==> src/hdl/ihb_pkg.sv <==
// ihb_pkg: constants, types and helpers for the host baud generator
// and stop-collision block.
// assumes: single clock clk_sys, registers reached over a plain port.
package ihb_pkg;

	// ----------------------------------------------------------------
	// register map
	// ----------------------------------------------------------------
	localparam int         ADDR_W    = 12;
	localparam logic [11:0] OFS_DBUF = 12'h78C;
	localparam logic [11:0] OFS_DIV  = 12'h78D;
	localparam logic [11:0] OFS_CTRL = 12'h7A0;
	localparam logic [11:0] OFS_STAT = 12'h7A1;
	localparam logic [11:0] OFS_IEN  = 12'h7A2;
	localparam logic [11:0] OFS_ICLR = 12'h7A3;

	localparam logic [7:0] DIV_RST   = 8'h00;
	localparam logic [3:0] MODE_RST  = 4'h0;
	localparam logic [1:0] IRQ_RST   = 2'h0;
	localparam logic [9:0] CADDR_RST = 10'h000;

	// ----------------------------------------------------------------
	// field layout
	// ----------------------------------------------------------------
	localparam int CTRL_MODE_LSB = 0;
	localparam int CTRL_STOP_BIT = 4;
	localparam int CTRL_HI_BIT   = 5;
	localparam int EV_COLL       = 0;
	localparam int EV_DONE       = 1;

	// port_mode_select encodings
	localparam logic [3:0] MODE_SPI_HOST = 4'hA;
	localparam logic [3:0] MODE_I2C_CL7  = 4'h6;
	localparam logic [3:0] MODE_I2C_CL10 = 4'h7;
	localparam logic [3:0] MODE_I2C_HOST = 4'h8;

	// sixteen half periods make one eight-bit transfer
	localparam logic [4:0] HALF_LAST = 5'h0F;
	localparam logic [4:0] HALF_ONE  = 5'h01;
	localparam logic [4:0] HALF_ZERO = 5'h00;
	localparam logic [7:0] CNT_ZERO  = 8'h00;
	localparam logic [7:0] CNT_ONE   = 8'h01;

	// ----------------------------------------------------------------
	// types
	// ----------------------------------------------------------------
	typedef struct packed {
		logic [11:0] addr;
		logic [7:0]  wdata;
		logic        wr;
		logic        rd;
	} ihb_req_t;

	typedef struct packed {
		logic scl;
		logic sda;
	} ihb_pins_t;

	typedef enum logic [4:0] {
		ST_IDLE     = 5'b00001,
		ST_SDA_LOW  = 5'b00010,
		ST_SCL_REL  = 5'b00100,
		ST_SCL_HIGH = 5'b01000,
		ST_SDA_REL  = 5'b10000
	} ihb_stop_t;

	function automatic logic ihb_is_host(input logic [3:0] mode);
		return (mode == MODE_I2C_HOST) || (mode == MODE_SPI_HOST);
	endfunction

	function automatic logic ihb_hit(input ihb_req_t r, input logic [11:0] ofs);
		return r.addr == ofs;
	endfunction

endpackage

==> src/hdl/ihb_core.sv <==
// ihb_core: host serial clock generation and stop-condition
// collision detection with its register file.
// assumes: open-drain bus lines with external pull-ups; one clock.
//
// Functional notes
// stop: hold data low, release clock
// clock high: load generator, count, sample
// data low after expiry: collision
// clock low before data high: collision
// generator clocks both host modes
// data buffer write starts generator
// operation done: stop, hold clock level
// divider reloaded every half period
// period is four times divider plus one
// software avoids divider values below three
// ten-bit high byte: bits 2:1 give 9:8
// ten-bit low byte: all eight bits
// seven-bit: bits 7:1 address
// data buffer read/write, no reset value
// collision sets flag, port goes idle
// collision aborts stop, releases lines
// generator expiry paces stop sequence
//
// Our own choice: strobed register access.
`timescale 1ns/1ps
module ihb_core
	import ihb_pkg::*;
(
	input  wire logic       clk_sys,
	input  wire logic       rst_n,
	input  wire ihb_req_t   bus_req,
	output logic [7:0]      bus_rdata,
	input  wire ihb_pins_t  pin_in,
	output ihb_pins_t       pin_out,
	output ihb_pins_t       pin_oe,
	output logic            sck,
	output logic [9:0]      client_addr,
	output logic            irq
);
	// ----------------------------------------------------------------
	// declarations
	// ----------------------------------------------------------------
	ihb_pins_t  pin_s;
	logic       brg_load;
	logic       brg_run;
	logic       brg_to;

	logic [7:0] data_buffer;
	logic [7:0] baud_divider_or_address;
	logic [3:0] port_mode_select;
	logic       addr_hi_sel;
	logic [1:0] irq_en;
	logic [1:0] irq_stat;
	logic [7:0] next_data_buffer;
	logic [7:0] next_div;
	logic [3:0] next_mode;
	logic       next_hi_sel;
	logic [1:0] next_irq_en;
	logic [1:0] next_irq_stat;
	logic [1:0] irq_clr;
	logic [7:0] next_rdata;
	logic [9:0] next_client_addr;
	logic       next_irq;

	ihb_stop_t  stop_st;
	ihb_stop_t  next_stop_st;
	logic       stop_req;
	logic       next_stop_req;
	logic       clk_act;
	logic       next_clk_act;
	logic       clk_level;
	logic       next_clk_level;
	logic [4:0] half_cnt;
	logic [4:0] next_half_cnt;
	logic       scl_drv;
	logic       next_scl_drv;
	logic       sda_drv;
	logic       next_sda_drv;
	logic       next_sck;
	logic       coll_ev;
	logic       done_ev;
	logic       dbuf_wr;
	logic       ctrl_wr;
	logic       i2c_host;

	// ----------------------------------------------------------------
	// submodules
	// ----------------------------------------------------------------
	// line levels reach the engine two cycles late; the stop states
	// wait on levels, never on edges, so the delay only stretches them
	ihb_sync u_sync (
		.clk_sys  (clk_sys),
		.rst_n    (rst_n),
		.pin_in   (pin_in),
		.pin_sync (pin_s)
	);

	ihb_brg u_brg (
		.clk_sys (clk_sys),
		.rst_n   (rst_n),
		.load    (brg_load),
		.run     (brg_run),
		.reload  (baud_divider_or_address),
		.timeout (brg_to)
	);

	assign dbuf_wr  = bus_req.wr && ihb_hit(bus_req, OFS_DBUF);
	assign ctrl_wr  = bus_req.wr && ihb_hit(bus_req, OFS_CTRL);
	assign i2c_host = port_mode_select == MODE_I2C_HOST;

	// ----------------------------------------------------------------
	// generator control
	// ----------------------------------------------------------------
	// kept apart from the engine: the timeout depends on load and run,
	// so computing them beside its consumer would close a loop
	always_comb begin
		brg_run  = clk_act || stop_st == ST_SCL_HIGH || stop_st == ST_SDA_REL;
		brg_load = 1'b0;
		if (!clk_act && dbuf_wr && ihb_is_host(port_mode_select) &&
				stop_st == ST_IDLE) begin
			brg_load = 1'b1;
		end else if (stop_st == ST_SCL_REL && pin_s.scl) begin
			brg_load = 1'b1;
		end
	end

	// ----------------------------------------------------------------
	// engine: clock generation and stop sequence
	// ----------------------------------------------------------------
	always_comb begin
		next_stop_st   = stop_st;
		next_stop_req  = stop_req;
		next_clk_act   = clk_act;
		next_clk_level = clk_level;
		next_half_cnt  = half_cnt;
		next_scl_drv   = scl_drv;
		next_sda_drv   = sda_drv;
		coll_ev        = 1'b0;
		done_ev        = 1'b0;

		if (ctrl_wr && bus_req.wdata[CTRL_STOP_BIT]) begin
			next_stop_req = 1'b1;
		end

		// byte clocking in either host mode
		if (clk_act) begin
			if (brg_to) begin
				next_clk_level = !clk_level;
				next_half_cnt  = half_cnt + HALF_ONE;
				next_scl_drv   = i2c_host && clk_level;
				if (half_cnt == HALF_LAST) begin
					// clock pin keeps its last level
					next_clk_act = 1'b0;
				end
			end
		end else if (dbuf_wr && ihb_is_host(port_mode_select) &&
				stop_st == ST_IDLE) begin
			// only an idle clock starts; a later write just stores data
			next_clk_act  = 1'b1;
			next_half_cnt = HALF_ZERO;
		end

		unique case (stop_st)
			ST_IDLE: begin
				if (stop_req && i2c_host && !clk_act) begin
					next_sda_drv = 1'b1;
					next_stop_st = ST_SDA_LOW;
				end
			end
			ST_SDA_LOW: begin
				// no time limit: a data line stuck high stalls the stop
				if (!pin_s.sda) begin
					next_scl_drv = 1'b0;
					next_stop_st = ST_SCL_REL;
				end
			end
			ST_SCL_REL: begin
				// clock arbitration: wait for the line to rise
				if (pin_s.scl) begin
					next_stop_st = ST_SCL_HIGH;
				end
			end
			ST_SCL_HIGH: begin
				if (!pin_s.scl) begin
					coll_ev = 1'b1;
				end else if (brg_to) begin
					next_sda_drv = 1'b0;
					next_stop_st = ST_SDA_REL;
				end
			end
			ST_SDA_REL: begin
				// clock pulled low while data is still low: another host
				if (!pin_s.scl && !pin_s.sda) begin
					coll_ev = 1'b1;
				end else if (brg_to) begin
					if (!pin_s.sda) begin
						coll_ev = 1'b1;
					end else begin
						done_ev       = 1'b1;
						next_stop_req = 1'b0;
						next_stop_st  = ST_IDLE;
					end
				end
			end
			default: begin
				next_stop_st = ST_IDLE;
			end
		endcase

		// abort, release both lines, drop the stop request
		if (coll_ev) begin
			next_stop_st  = ST_IDLE;
			next_stop_req = 1'b0;
			next_scl_drv  = 1'b0;
			next_sda_drv  = 1'b0;
			next_clk_act  = 1'b0;
		end

		// outside spi host mode the pin keeps its level
		next_sck = (port_mode_select == MODE_SPI_HOST) ? next_clk_level : sck;
	end

	// open drain: the pads only ever pull low, so pin_out stays zero
	always_ff @(posedge clk_sys) begin
		if (!rst_n) begin
			stop_st   <= ST_IDLE;
			stop_req  <= 1'b0;
			clk_act   <= 1'b0;
			clk_level <= 1'b0;
			half_cnt  <= HALF_ZERO;
			scl_drv   <= 1'b0;
			sda_drv   <= 1'b0;
			sck       <= 1'b0;
			pin_oe    <= '0;
			pin_out   <= '0;
		end else begin
			stop_st   <= next_stop_st;
			stop_req  <= next_stop_req;
			clk_act   <= next_clk_act;
			clk_level <= next_clk_level;
			half_cnt  <= next_half_cnt;
			scl_drv   <= next_scl_drv;
			sda_drv   <= next_sda_drv;
			sck       <= next_sck;
			pin_oe    <= '{scl: next_scl_drv, sda: next_sda_drv};
			pin_out   <= '0;
		end
	end

	// ----------------------------------------------------------------
	// register file
	// ----------------------------------------------------------------
	always_comb begin
		next_data_buffer = data_buffer;
		next_div         = baud_divider_or_address;
		next_mode        = port_mode_select;
		next_hi_sel      = addr_hi_sel;
		next_irq_en      = irq_en;
		irq_clr          = IRQ_RST;
		next_rdata       = 8'h00;

		// unmapped writes fall through and change nothing
		if (bus_req.wr) begin
			unique case (bus_req.addr)
				OFS_DBUF: next_data_buffer = bus_req.wdata;
				OFS_DIV:  next_div         = bus_req.wdata;
				OFS_CTRL: begin
					next_mode   = bus_req.wdata[CTRL_MODE_LSB +: 4];
					next_hi_sel = bus_req.wdata[CTRL_HI_BIT];
				end
				OFS_IEN:  next_irq_en = bus_req.wdata[1:0];
				OFS_ICLR: irq_clr     = bus_req.wdata[1:0];
				default:  ;
			endcase
		end

		// the clear register is write-only and reads as zero
		if (bus_req.rd) begin
			unique case (bus_req.addr)
				OFS_DBUF: next_rdata = data_buffer;
				OFS_DIV:  next_rdata = baud_divider_or_address;
				OFS_CTRL: next_rdata = {2'h0, addr_hi_sel, stop_req,
						port_mode_select};
				OFS_STAT: next_rdata = {4'h0, clk_act,
						stop_st != ST_IDLE, irq_stat};
				OFS_IEN:  next_rdata = {6'h00, irq_en};
				default:  next_rdata = 8'h00;
			endcase
		end

		// a new event beats a clear in the same cycle
		next_irq_stat = irq_stat & ~irq_clr;
		if (coll_ev) begin
			next_irq_stat[EV_COLL] = 1'b1;
		end
		if (done_ev) begin
			next_irq_stat[EV_DONE] = 1'b1;
		end
		next_irq = |(next_irq_stat & next_irq_en);

		// client address view of the shared register;
		// host modes leave the view untouched
		next_client_addr = client_addr;
		unique case (port_mode_select)
			MODE_I2C_CL10: begin
				if (addr_hi_sel) begin
					next_client_addr = {baud_divider_or_address[2:1],
						client_addr[7:0]};
				end else begin
					next_client_addr = {client_addr[9:8],
						baud_divider_or_address};
				end
			end
			MODE_I2C_CL7: begin
				next_client_addr = {3'h0,
					baud_divider_or_address[7:1]};
			end
			default: ;
		endcase
	end

	// buffer contents carry no reset value
	always_ff @(posedge clk_sys) begin
		data_buffer <= next_data_buffer;
	end

	always_ff @(posedge clk_sys) begin
		if (!rst_n) begin
			baud_divider_or_address <= DIV_RST;
			port_mode_select        <= MODE_RST;
			addr_hi_sel             <= 1'b0;
			irq_en                  <= IRQ_RST;
			irq_stat                <= IRQ_RST;
			bus_rdata               <= 8'h00;
			client_addr             <= CADDR_RST;
			irq                     <= 1'b0;
		end else begin
			baud_divider_or_address <= next_div;
			port_mode_select        <= next_mode;
			addr_hi_sel             <= next_hi_sel;
			irq_en                  <= next_irq_en;
			irq_stat                <= next_irq_stat;
			bus_rdata               <= next_rdata;
			client_addr             <= next_client_addr;
			irq                     <= next_irq;
		end
	end
endmodule // ihb_core

==> src/hdl/ihb_sync.sv <==
// ihb_sync: two-flop synchroniser for the bus line levels.
// assumes: inputs are asynchronous pins; only stage two is read.
`timescale 1ns/1ps
module ihb_sync
	import ihb_pkg::*;
(
	input  wire logic      clk_sys,
	input  wire logic      rst_n,
	input  wire ihb_pins_t pin_in,
	output ihb_pins_t      pin_sync
);
	ihb_pins_t stage1;
	ihb_pins_t next_stage1;
	ihb_pins_t next_sync;

	// idle bus reads high through pull-ups
	always_comb begin
		next_stage1 = pin_in;
		next_sync   = stage1;
	end

	always_ff @(posedge clk_sys) begin
		if (!rst_n) begin
			stage1   <= '1;
			pin_sync <= '1;
		end else begin
			stage1   <= next_stage1;
			pin_sync <= next_sync;
		end
	end
endmodule // ihb_sync

==> src/hdl/ihb_brg.sv <==
// ihb_brg: reloadable down-counter baud generator.
// assumes: reload value is steady while run is high; load is a pulse.
`timescale 1ns/1ps
module ihb_brg
	import ihb_pkg::*;
(
	input  wire logic       clk_sys,
	input  wire logic       rst_n,
	input  wire logic       load,
	input  wire logic       run,
	input  wire logic [7:0] reload,
	output logic            timeout
);
	logic [7:0] cnt;
	logic [7:0] next_cnt;
	logic       tick;
	logic       next_tick;

	// ----------------------------------------------------------------
	// counter decrements at half the system rate, so each expiry is
	// 2*(n+1) cycles and a full clock period 4*(n+1)
	// ----------------------------------------------------------------
	always_comb begin
		next_cnt  = cnt;
		next_tick = 1'b0;
		timeout   = 1'b0;
		if (load) begin
			next_cnt = reload;
		end else if (run) begin
			next_tick = !tick;
			if (tick) begin
				if (cnt == CNT_ZERO) begin
					timeout  = 1'b1;
					next_cnt = reload;
				end else begin
					next_cnt = cnt - CNT_ONE;
				end
			end
		end
	end

	always_ff @(posedge clk_sys) begin
		if (!rst_n) begin
			cnt  <= CNT_ZERO;
			tick <= 1'b0;
		end else begin
			cnt  <= next_cnt;
			tick <= next_tick;
		end
	end
endmodule // ihb_brg

==> config.mk <==
export PLATFORM = sky130hd
export DESIGN_NAME = ihb_core
export DESIGN_NICKNAME = d
export VERILOG_FILES = /design/src/hdl/ihb_pkg.sv /design/src/hdl/ihb_core.sv /design/src/hdl/ihb_sync.sv /design/src/hdl/ihb_brg.sv
export SDC_FILE = /design/constraint.sdc
export NUM_CORES = 1
export LEC_CHECK = 0
export ABC_AREA = 1
export BUFFER_PORTS_ARGS = -buffer_cell sky130_fd_sc_hd__buf_2
export CORE_MARGIN = 10
export CORE_UTILIZATION = 45
export CTS_CLUSTER_SIZE = 12
export DETAILED_ROUTE_END_ITERATION = 8
export PLACE_DENSITY = 0.73
export SETUP_SLACK_MARGIN = 0.15
export SLEW_MARGIN = 10
export SYNTH_ARGS = -nofsm -noshare
export SYNTH_HDL_FRONTEND = slang
export SYNTH_SLANG_ARGS = --single-unit
==> constraint.sdc <==
create_clock -name clk_sys -period 1.77 [get_ports clk_sys]
set_clock_uncertainty 0.05 [all_clocks]
set_input_delay 0.354 -clock clk_sys [delete_from_list [all_inputs] [get_ports clk_sys]]
set_output_delay 0.354 -clock clk_sys [all_outputs]
set_load 0.1 [all_outputs]
==> results of run 1 <==
metrics by stage:
step                total power, mW  instances  instance area [sq um]  setup WS (ns)
floorplan                      1.90        500                   3640          0.190
global placement               1.98        652                   4050        -0.0210
detailed placement             1.98        652                   4050        -0.0361
CTS                            3.31        670                   4320          0.114
global route                   3.41        677                   4470        -0.0898
finish                         3.31        677                   4470         0.0572
cell type report:
type | instances | area (sq um)
inverters | 73 | 277
clock inverters | 6 | 65.1
multi-input cells | 339 | 1880
repair buffers | 74 | 438
fillers | 721 | 3300
clock buffers | 10 | 138
flip-flops and latches | 73 | 1550
well taps | 102 | 128
flip-flops by register name (all words and copies together), names as in the netlist, 2 cells and up:
name and flops:
client_addr 10, baud_divider_or_address 8, bus_rdata 8, data_buffer 8, u_brg.cnt 8, half_cnt 5, stop_st 5, port_mode_select 4
irq_en 2, irq_stat 2, u_sync.next_sync 2, u_sync.pin_sync 2
layout by cell type, fill, tap and decap left out, types with 3 or more instances in the layout:
master                     instances
sky130_fd_sc_hd__o21ai_1           3
sky130_fd_sc_hd__a21oi_1          37
sky130_fd_sc_hd__dfxtp_2           4
sky130_fd_sc_hd__nor2_1           54
sky130_fd_sc_hd__nor2_4            4
sky130_fd_sc_hd__a22oi_1           3
sky130_fd_sc_hd__a211oi_1          4
sky130_fd_sc_hd__inv_2            10
sky130_fd_sc_hd__nand2_2           6
sky130_fd_sc_hd__nand2_4           6
sky130_fd_sc_hd__or2_2             4
sky130_fd_sc_hd__xor2_1            6
sky130_fd_sc_hd__nand3_2           6
sky130_fd_sc_hd__buf_2            47
sky130_fd_sc_hd__nand3_1          29
sky130_fd_sc_hd__clkbuf_8         10
sky130_fd_sc_hd__nand3b_1          3
sky130_fd_sc_hd__nor2_2           14
sky130_fd_sc_hd__nand2_1          80
sky130_fd_sc_hd__buf_4            27
sky130_fd_sc_hd__nand4_1          12
sky130_fd_sc_hd__nand3_4           5
sky130_fd_sc_hd__dfxtp_1          61
sky130_fd_sc_hd__inv_1            62
sky130_fd_sc_hd__ha_1              3
sky130_fd_sc_hd__nor3_1            5
sky130_fd_sc_hd__edfxtp_1          8
sky130_fd_sc_hd__o21ai_0          37
path summary, 6_finish.rpt:
check                                                      end  cells after the start                            from  slack, ns
worst max-delay path                   stop_st[1]$_SDFFE_PP0P_                     12       u_brg.cnt[0]$_SDFFE_PN0P_       0.06
worst min-delay path            u_sync.next_sync[0]$_SDFF_PN1_                      2                       pin_in[0]       0.13
worst max register to register         stop_st[1]$_SDFFE_PP0P_                     12       u_brg.cnt[0]$_SDFFE_PN0P_       0.06
worst min register to register   u_sync.pin_sync[1]$_SDFF_PN1_                      1  u_sync.next_sync[1]$_SDFF_PN1_       0.37
what timing repair did:
action,4_1_cts,5_1_grt
setup endpoints to repair,17,32
setup buffers,2,6
cloned,0,1
hold buffers,0,0
resized for setup,17,29
hold endpoints to repair,0,0
pin swaps,7,6
routing by layer:
| layer | up-vias | share of wire (%) |
|---|---|---|
| met4 | 0 | 1.6 |
| li1 | 1772 | - |
| met5 | - | 0 |
| met3 | 17 | 7.5 |
| met2 | 113 | 47 |
| met1 | 1569 | 44 |
cell families after synthesis:
family,Yosys count,share of synthesized area [%]
DFF,73,42.5
adders and majority gates,4,1.38
and+or+nand+nor,231,30.5
other,1,0.103
xor gates and xnor gates,6,1.45
AOI/OAI and AO/OA,95,14.0
buffers and inverters,89,10.1
critical path, stage by stage (launching register included):
cell                      delay (ns)
sky130_fd_sc_hd__dfxtp_2        0.33
sky130_fd_sc_hd__inv_2          0.07
sky130_fd_sc_hd__ha_4           0.12
sky130_fd_sc_hd__nor3b_4        0.18
sky130_fd_sc_hd__nand2_2        0.09
sky130_fd_sc_hd__nor2_2         0.10
sky130_fd_sc_hd__nand2_1        0.06
sky130_fd_sc_hd__inv_2          0.10
sky130_fd_sc_hd__nand3_4        0.17
sky130_fd_sc_hd__nand2_4        0.11
sky130_fd_sc_hd__nand2_4        0.08
sky130_fd_sc_hd__nand2_4        0.09
sky130_fd_sc_hd__a21oi_1        0.05
power by group:
part	leakage (nW)	internal [mW]	switching, mW
combinational	1.32	0.0794	0.182
sequential	0.597	1.68	0.00982
clock	0.103	0.692	0.661
==> Implementation_results.wiki, run 1 <==
{| class="wikitable"
! Metric !! Value
|-
| Die outline area || 12100 sq um
|-
| Startpoint type of the worst setup path || flop
|-
| Cells after Synth || 499
|-
| Number of buffers inserted during clock tree synthesis || 9
|-
| Portion of the clock cycle consumed by the worst path in the final layout || 96.8%
|-
| Clock insertion delay at the later pin of the skew report || 0.36 ns
|-
| Fraction of met3 tracks used by global routing || 3.98%
|-
| Leading cell types by count after synthesis || sky130_fd_sc_hd__nand2_1 (86), sky130_fd_sc_hd__dfxtp_1 (65), sky130_fd_sc_hd__inv_1 (65), sky130_fd_sc_hd__nor2_1 (65), sky130_fd_sc_hd__o21ai_0 (40)
|-
| Antenna diode count || 0
|-
| Number of warning messages in the yosys log || 0
|-
| DR WL/cell || 13.5 um
|-
| Area share of the largest cell type after synthesis || 35.8%
|-
| Floorplan row count || 32
|-
| Worst Setup Path Type || flop to flop
|-
| Crit path arrival time || 1.91 ns
|-
| Synth cell types || 38
|-
| Total clock sinks || 73
|-
| Final core utilization || 57.6%
|-
| Result of the run || finished clean
|-
| Top fanout value on the critical path || 7
|-
| Predominant post-synthesis flop cell || sky130_fd_sc_hd__dfxtp_1
|-
| Port-buffer cells || 47
|-
| Final max-slew violation count || 0
|-
| Top cells by area in the synthesized netlist || sky130_fd_sc_hd__dfxtp_1 (36%), sky130_fd_sc_hd__nand2_1 (8.9%), sky130_fd_sc_hd__inv_1 (6.7%), sky130_fd_sc_hd__nor2_1 (6.7%), sky130_fd_sc_hd__edfxtp_1 (6.6%)
|-
| Number of flops mapped to enable cells by yosys || 8
|-
| Register area share after synthesis || 42.5%
|-
| Post-synthesis sequential element count || 73
|-
| Estimated wirelength of the detail-placed design || 6930 um
|-
| Clock period minus final worst setup slack || 1.71 ns
|-
| Antenna violation net count after detailed routing || 0
|-
| Wire length of the first global-routing pass || 15100 um
|-
| Max Buffers Root-to-Sink || 2
|-
| Async set-reset flop share out of synthesis || 0%
|-
| Antenna violations before repair || 0
|-
| Path class of the lowest-slack min-delay path || input pin to flop
|-
| P per Cell Area || 740 nW/um^2
|-
| Via count of the first global-routing pass || 3325
|-
| Post-Route WL || 9160 um
|-
| Final sum of negative setup slack || 0 ns
|-
| Layer carrying the most global-route usage || met2
|-
| GR Util met1 || 18.9%
|-
| Average via count per standard cell || 5.13
|-
| Global routing met2 resource utilization || 25.7%
|-
| Max-cap violation count || 0
|-
| Clock tree from TritonCTS || done
|-
| Worst hold slack || 0.129 ns
|-
| H-tree level count || 3
|-
| Clk pin slew, worst setup/hold paths || 0.09 ns
|-
| Number of detailed-route iterations in the first pass || 5
|-
| Average cell area after synthesis || 7.27 sq um
|-
| Netlist area before placement || 3630 sq um
|-
| Violation count after the first detailed-route iteration || 202
|-
| Max Fclk || 584 MHz
|-
| Clock root buffer || sky130_fd_sc_hd__clkbuf_8
|-
| Weighted congestion at the end of routability-driven global placement || 0.886
|-
| Number of vias after detailed routing || 3471
|-
| Unrepaired setup endpoints after global routing || yes
|-
| Maximum vdd drop || 0.376 mV
|-
| Die H || 110 um
|-
| Residual overflow from global routing || 0
|-
| Synth-to-layout area growth || 23.2%
|-
| Starting density of the core || 46.7%
|-
| Largest net degree at the start of global routing || 28
|-
| Horizontal die dimension || 110 um
|-
| Count of endpoints failing setup in the final report || 0
|-
| Placeable core region || 7770 sq um
|-
| Boundary pin count || 50
|-
| Most used standard cell by instance count after synthesis || sky130_fd_sc_hd__nand2_1
|-
| Total routing usage reported by global routing || 15.6%
|-
| Share of cells above drive strength 1 || 27.3%
|-
| Leak pwr || 2.02 nW
|-
| Count of endpoints failing hold in the final timing report || 0
|-
| Post-layout nets || 600
|-
| Most area-hungry cell type in the Yosys netlist || sky130_fd_sc_hd__dfxtp_1
|-
| Endpoint required time on the critical path || 1.97 ns
|-
| Critical path capture point type || flop
|-
| DRC violation count after routing || 0
|}
Note: power is estimated with default switching activity, not from simulation.
==> run 2: changes to the inputs <==
--- a/config.mk
+++ b/config.mk
@@ -11,7 +11,7 @@
 export CORE_UTILIZATION = 45
 export CTS_CLUSTER_SIZE = 12
 export DETAILED_ROUTE_END_ITERATION = 8
-export PLACE_DENSITY = 0.73
+export PLACE_DENSITY = 0.71
 export SETUP_SLACK_MARGIN = 0.15
 export SLEW_MARGIN = 10
 export SYNTH_ARGS = -nofsm -noshare
==> run 2 against run 1 <==
Compared with the run above: utilization is 0.79 points higher; cell area is 1.4% higher; largest cell class unchanged; die area stayed put; clock-buffer cell count is 1 lower; sequential cell count stayed put; global-route usage is 0.057 points lower; cell count is 1.2% higher; sequential power hardly changed; via count is 1.2% higher; first-iteration DRC count is 17% lower; critical path type unchanged; critical endpoint is now stop_st[2]$_SDFFE_PP0P_; hold slack better by 0.0032 ns; register-to-register slack better by 0.05 ns.
==> Implementation_results.wiki, run 2 (synthesis gave the netlist of run 1 again) <==
{| class="wikitable"
! Metric !! Value
|-
| Result of the run || finished clean
|-
| Final sum of negative setup slack || 0 ns (unchanged)
|-
| Clock root buffer || sky130_fd_sc_hd__clkbuf_8
|-
| Maximum vdd drop || 0.612 mV (+63%)
|-
| Total clock sinks || 73 (unchanged)
|-
| Final-layout fill cell count || 712 (-1.2%)
|-
| Final max-slew violation count || 0 (unchanged)
|-
| Placeable core region || 7770 sq um (unchanged)
|-
| Worst hold slack || 0.132 ns (+0.00317 ns)
|-
| Endpoint required time on the critical path || 1.96 ns (about the same)
|-
| Final Non-Filler Cells || 685 (+1.2%)
|-
| Slew at the pin closest to its max-slew limit || 0.518 ns
|-
| Slowest stage cell on the critical path || sky130_fd_sc_hd__dfxtp_2
|-
| Synth-to-layout area growth || 24.9%
|-
| Post-layout nets || 608 (+1.3%)
|-
| Net Switching || 0.907 mW (+6.5%)
|-
| H-tree level count || 3 (unchanged)
|-
| Estimated wirelength of the detail-placed design || 6770 um (-2.3%)
|-
| Count of endpoints failing hold in the final timing report || 0 (unchanged)
|-
| Max-cap violation count || 0 (unchanged)
|-
| Path depth of the worst reg2reg path || 12 (unchanged)
|-
| Wire length of the first global-routing pass || 15300 um (+1.1%)
|-
| Number of vias after detailed routing || 3513 (+1.2%)
|-
| Place WS || -0.0376 ns (-0.00148 ns)
|-
| Path class of the lowest-slack min-delay path || input pin to flop
|-
| Starting density of the core || 46.7% (unchanged)
|-
| CTS Hold Bufs || 0 (unchanged)
|-
| Top fanout value on the critical path || 7 (unchanged)
|-
| Largest net degree at the start of global routing || 33 (+18%)
|-
| Worst reg2reg endpoint || stop_st[2]$_SDFFE_PP0P_
|-
| Relative slew margins || 65.4%
|-
| Clock insertion delay at the later pin of the skew report || 0.35 ns (about the same)
|-
| Flip-flop count of the largest register, all copies and words added || 10 (unchanged)
|-
| Area of combinational cells with multiple inputs || 1860 sq um (-1.2%)
|-
| Horizontal die dimension || 110 um (unchanged)
|-
| Clock tree from TritonCTS || done
|-
| Inst Count DP || 655 (+0.46%)
|-
| Worst Setup Path Type || flop to flop
|-
| Worst setup margin || 0.109 ns (+0.0514 ns)
|-
| Fraction of power consumed by the clock network || 41.3% (+0.4 points)
|-
| Peak per-stage delay on the critical path || 0.33 ns (about the same)
|-
| Cell Int Power || 2.45 mW (-0.39%)
|-
| DR WL/cell || 13.8 um (+2.2%)
|-
| DRC violation count after routing || 0 (unchanged)
|-
| Antenna violation net count after detailed routing || 0 (unchanged)
|-
| Die H || 110 um (unchanged)
|-
| Origin of the worst setup path || u_brg.cnt[0]$_SDFFE_PN0P_
|-
| P per Cell Area || 740 nW/um^2 (about the same)
|-
| Clk pin slew, worst setup/hold paths || 0.09 ns (about the same)
|-
| Boundary pin count || 50 (unchanged)
|-
| Last element of the critical path || stop_st[2]$_SDFFE_PP0P_
|-
| Commonest cells after routing, fill and taps aside || sky130_fd_sc_hd__nand2_1 (79), sky130_fd_sc_hd__inv_1 (57), sky130_fd_sc_hd__nor2_1 (57), sky130_fd_sc_hd__dfxtp_1 (57), sky130_fd_sc_hd__buf_2 (47)
|-
| Port-buffer cells || 47 (unchanged)
|-
| Total routing usage reported by global routing || 15.5% (-0.057 points)
|-
| Crit path arrival time || 1.85 ns (-0.06 ns)
|-
| Average via count per standard cell || 5.13 (about the same)
|-
| Critical path capture point type || flop
|-
| Max Buffers Root-to-Sink || 2 (unchanged)
|-
| Commonest non-fill, non-tap cell in the layout || sky130_fd_sc_hd__nand2_1
|-
| Violation count after the first detailed-route iteration || 167 (-17%)
|-
| Count of endpoints failing setup in the final report || 0 (unchanged)
|-
| Final core utilization || 58.4% (+0.79 points)
|-
| Residual overflow from global routing || 0 (unchanged)
|-
| R2R Path Start || u_brg.cnt[0]$_SDFFE_PN0P_
|-
| Gate power share || 8.0% (about the same)
|-
| Clock period minus final worst setup slack || 1.66 ns (-0.0514 ns)
|-
| Max Fclk || 602 MHz (+3.1%)
|-
| Weighted congestion at the end of routability-driven global placement || 0.908 (+2.6%)
|-
| Sequential cell area || 1550 sq um (+0.32%)
|-
| Antenna diode count || 0 (unchanged)
|-
| Cell Chain, Critical Path || inv_2, ha_1, nor3b_2, nand2_2, nor2_1, nand2_1, inv_2, nand3_4, nand2_2, nand2_4, nand2_4, a21oi_1
|-
| Number of detailed-route iterations in the first pass || 5 (unchanged)
|-
| Floorplan row count || 32 (unchanged)
|-
| Antenna violations before repair || 0 (unchanged)
|-
| Leak pwr || 2.05 nW (+1.4%)
|-
| Die outline area || 12100 sq um (unchanged)
|-
| Unrepaired setup endpoints after global routing || yes
|-
| Share of cells above drive strength 1 || 28.8% (+1.5 points)
|-
| Register name with the most flops || client_addr
|-
| Via count of the first global-routing pass || 3318 (-0.21%)
|-
| Setup slack, reg-to-reg || 0.11 ns (+0.05 ns)
|-
| Net switching share of the total power || 27.1% (+1.3 points)
|-
| Post-Route WL || 9480 um (+3.4%)
|-
| Number of buffers inserted during clock tree synthesis || 9 (unchanged)
|-
| Portion of the clock cycle consumed by the worst path in the final layout || 93.9% (-2.9 points)
|-
| Startpoint type of the worst setup path || flop
|-
| Reg power frac || 50.7% (-0.5 points)
|}
## run 2: cell types whose count changed in the layout (fill, tap and decap cells not counted), sizes merged
cell,change
buf,+8
clkinvlp,+1
clkbuf,-1
inv,+3
clkinv,-3
## run 2: area by class of cell
type                    count  share of cell area, %
multi-input cells         339                   41.0
flip-flops and latches     73                   34.2
repair buffers             82                   11.3
inverters                  73                   6.10
well taps                 102                   2.82
clock buffers               9                   2.73
clock inverters             7                   1.82
## run 2: repair_timing
action | 4_1_cts | 5_1_grt
endpoints found under the setup margin | 21 | 31
pin swaps | 3 | 12
gates cloned | 0 | 1
resized for setup | 16 | 34
setup buffers | 0 | 13
## run 2: metrics by stage
stage          cell area, sq um  power, mW
2_1_floorplan              3640       1.90
3_5_place_dp               4080       1.98
5_1_grt                    4530       3.46
6_report                   4530       3.35
3_3_place_gp               4080       1.98
4_1_cts                    4320       3.36
## run 2: worst min-delay path by stage
| stage | start | end | cells past startpoint |
|---|---|---|---|
| global placement | u_sync.next_sync[1]$_SDFF_PN1_ | u_sync.pin_sync[1]$_SDFF_PN1_ | 1 |
| CTS | bus_req[8] | data_buffer[6]$_DFFE_PN_ | 1 |
| detailed placement | u_sync.next_sync[1]$_SDFF_PN1_ | u_sync.pin_sync[1]$_SDFF_PN1_ | 1 |
| finish | bus_req[8] | data_buffer[6]$_DFFE_PN_ | 1 |
| global route | bus_req[8] | data_buffer[6]$_DFFE_PN_ | 1 |
| floorplan | u_sync.next_sync[0]$_SDFF_PN1_ | u_sync.pin_sync[0]$_SDFF_PN1_ | 1 |
## run 2: power by group through the flow
stage | sequential [mW] | clock, mW | combinational [mW]
after floorplan | 1.73 | 0 | 0.170
after global placement | 1.73 | 0 | 0.248
after detailed placement | 1.73 | 0 | 0.253
after CTS | 1.69 | 1.41 | 0.258
after global routing | 1.70 | 1.47 | 0.291
final | 1.70 | 1.39 | 0.268
## run 2: worst max-delay path, delay by kind of cell (launching register included)
family          cells  cell delay [ns]
flops               1             0.33
buf+inv             2             0.15
simple gates        8             0.84
compound gates      1             0.06
fa+ha+maj           1             0.13
## run 2: layer usage
metal / global-route usage (%) / vias to the layer above / share of wire, % / wire length (um)
met5: 0 / - / 0 / 0
met4: 4.83 / 0 / 1.4 / 132
li1: - / 1784 / - / -
met1: 18.9 / 1587 / 44 / 4150
met3: 3.63 / 17 / 5.9 / 563
met2: 26.5 / 125 / 49 / 4630
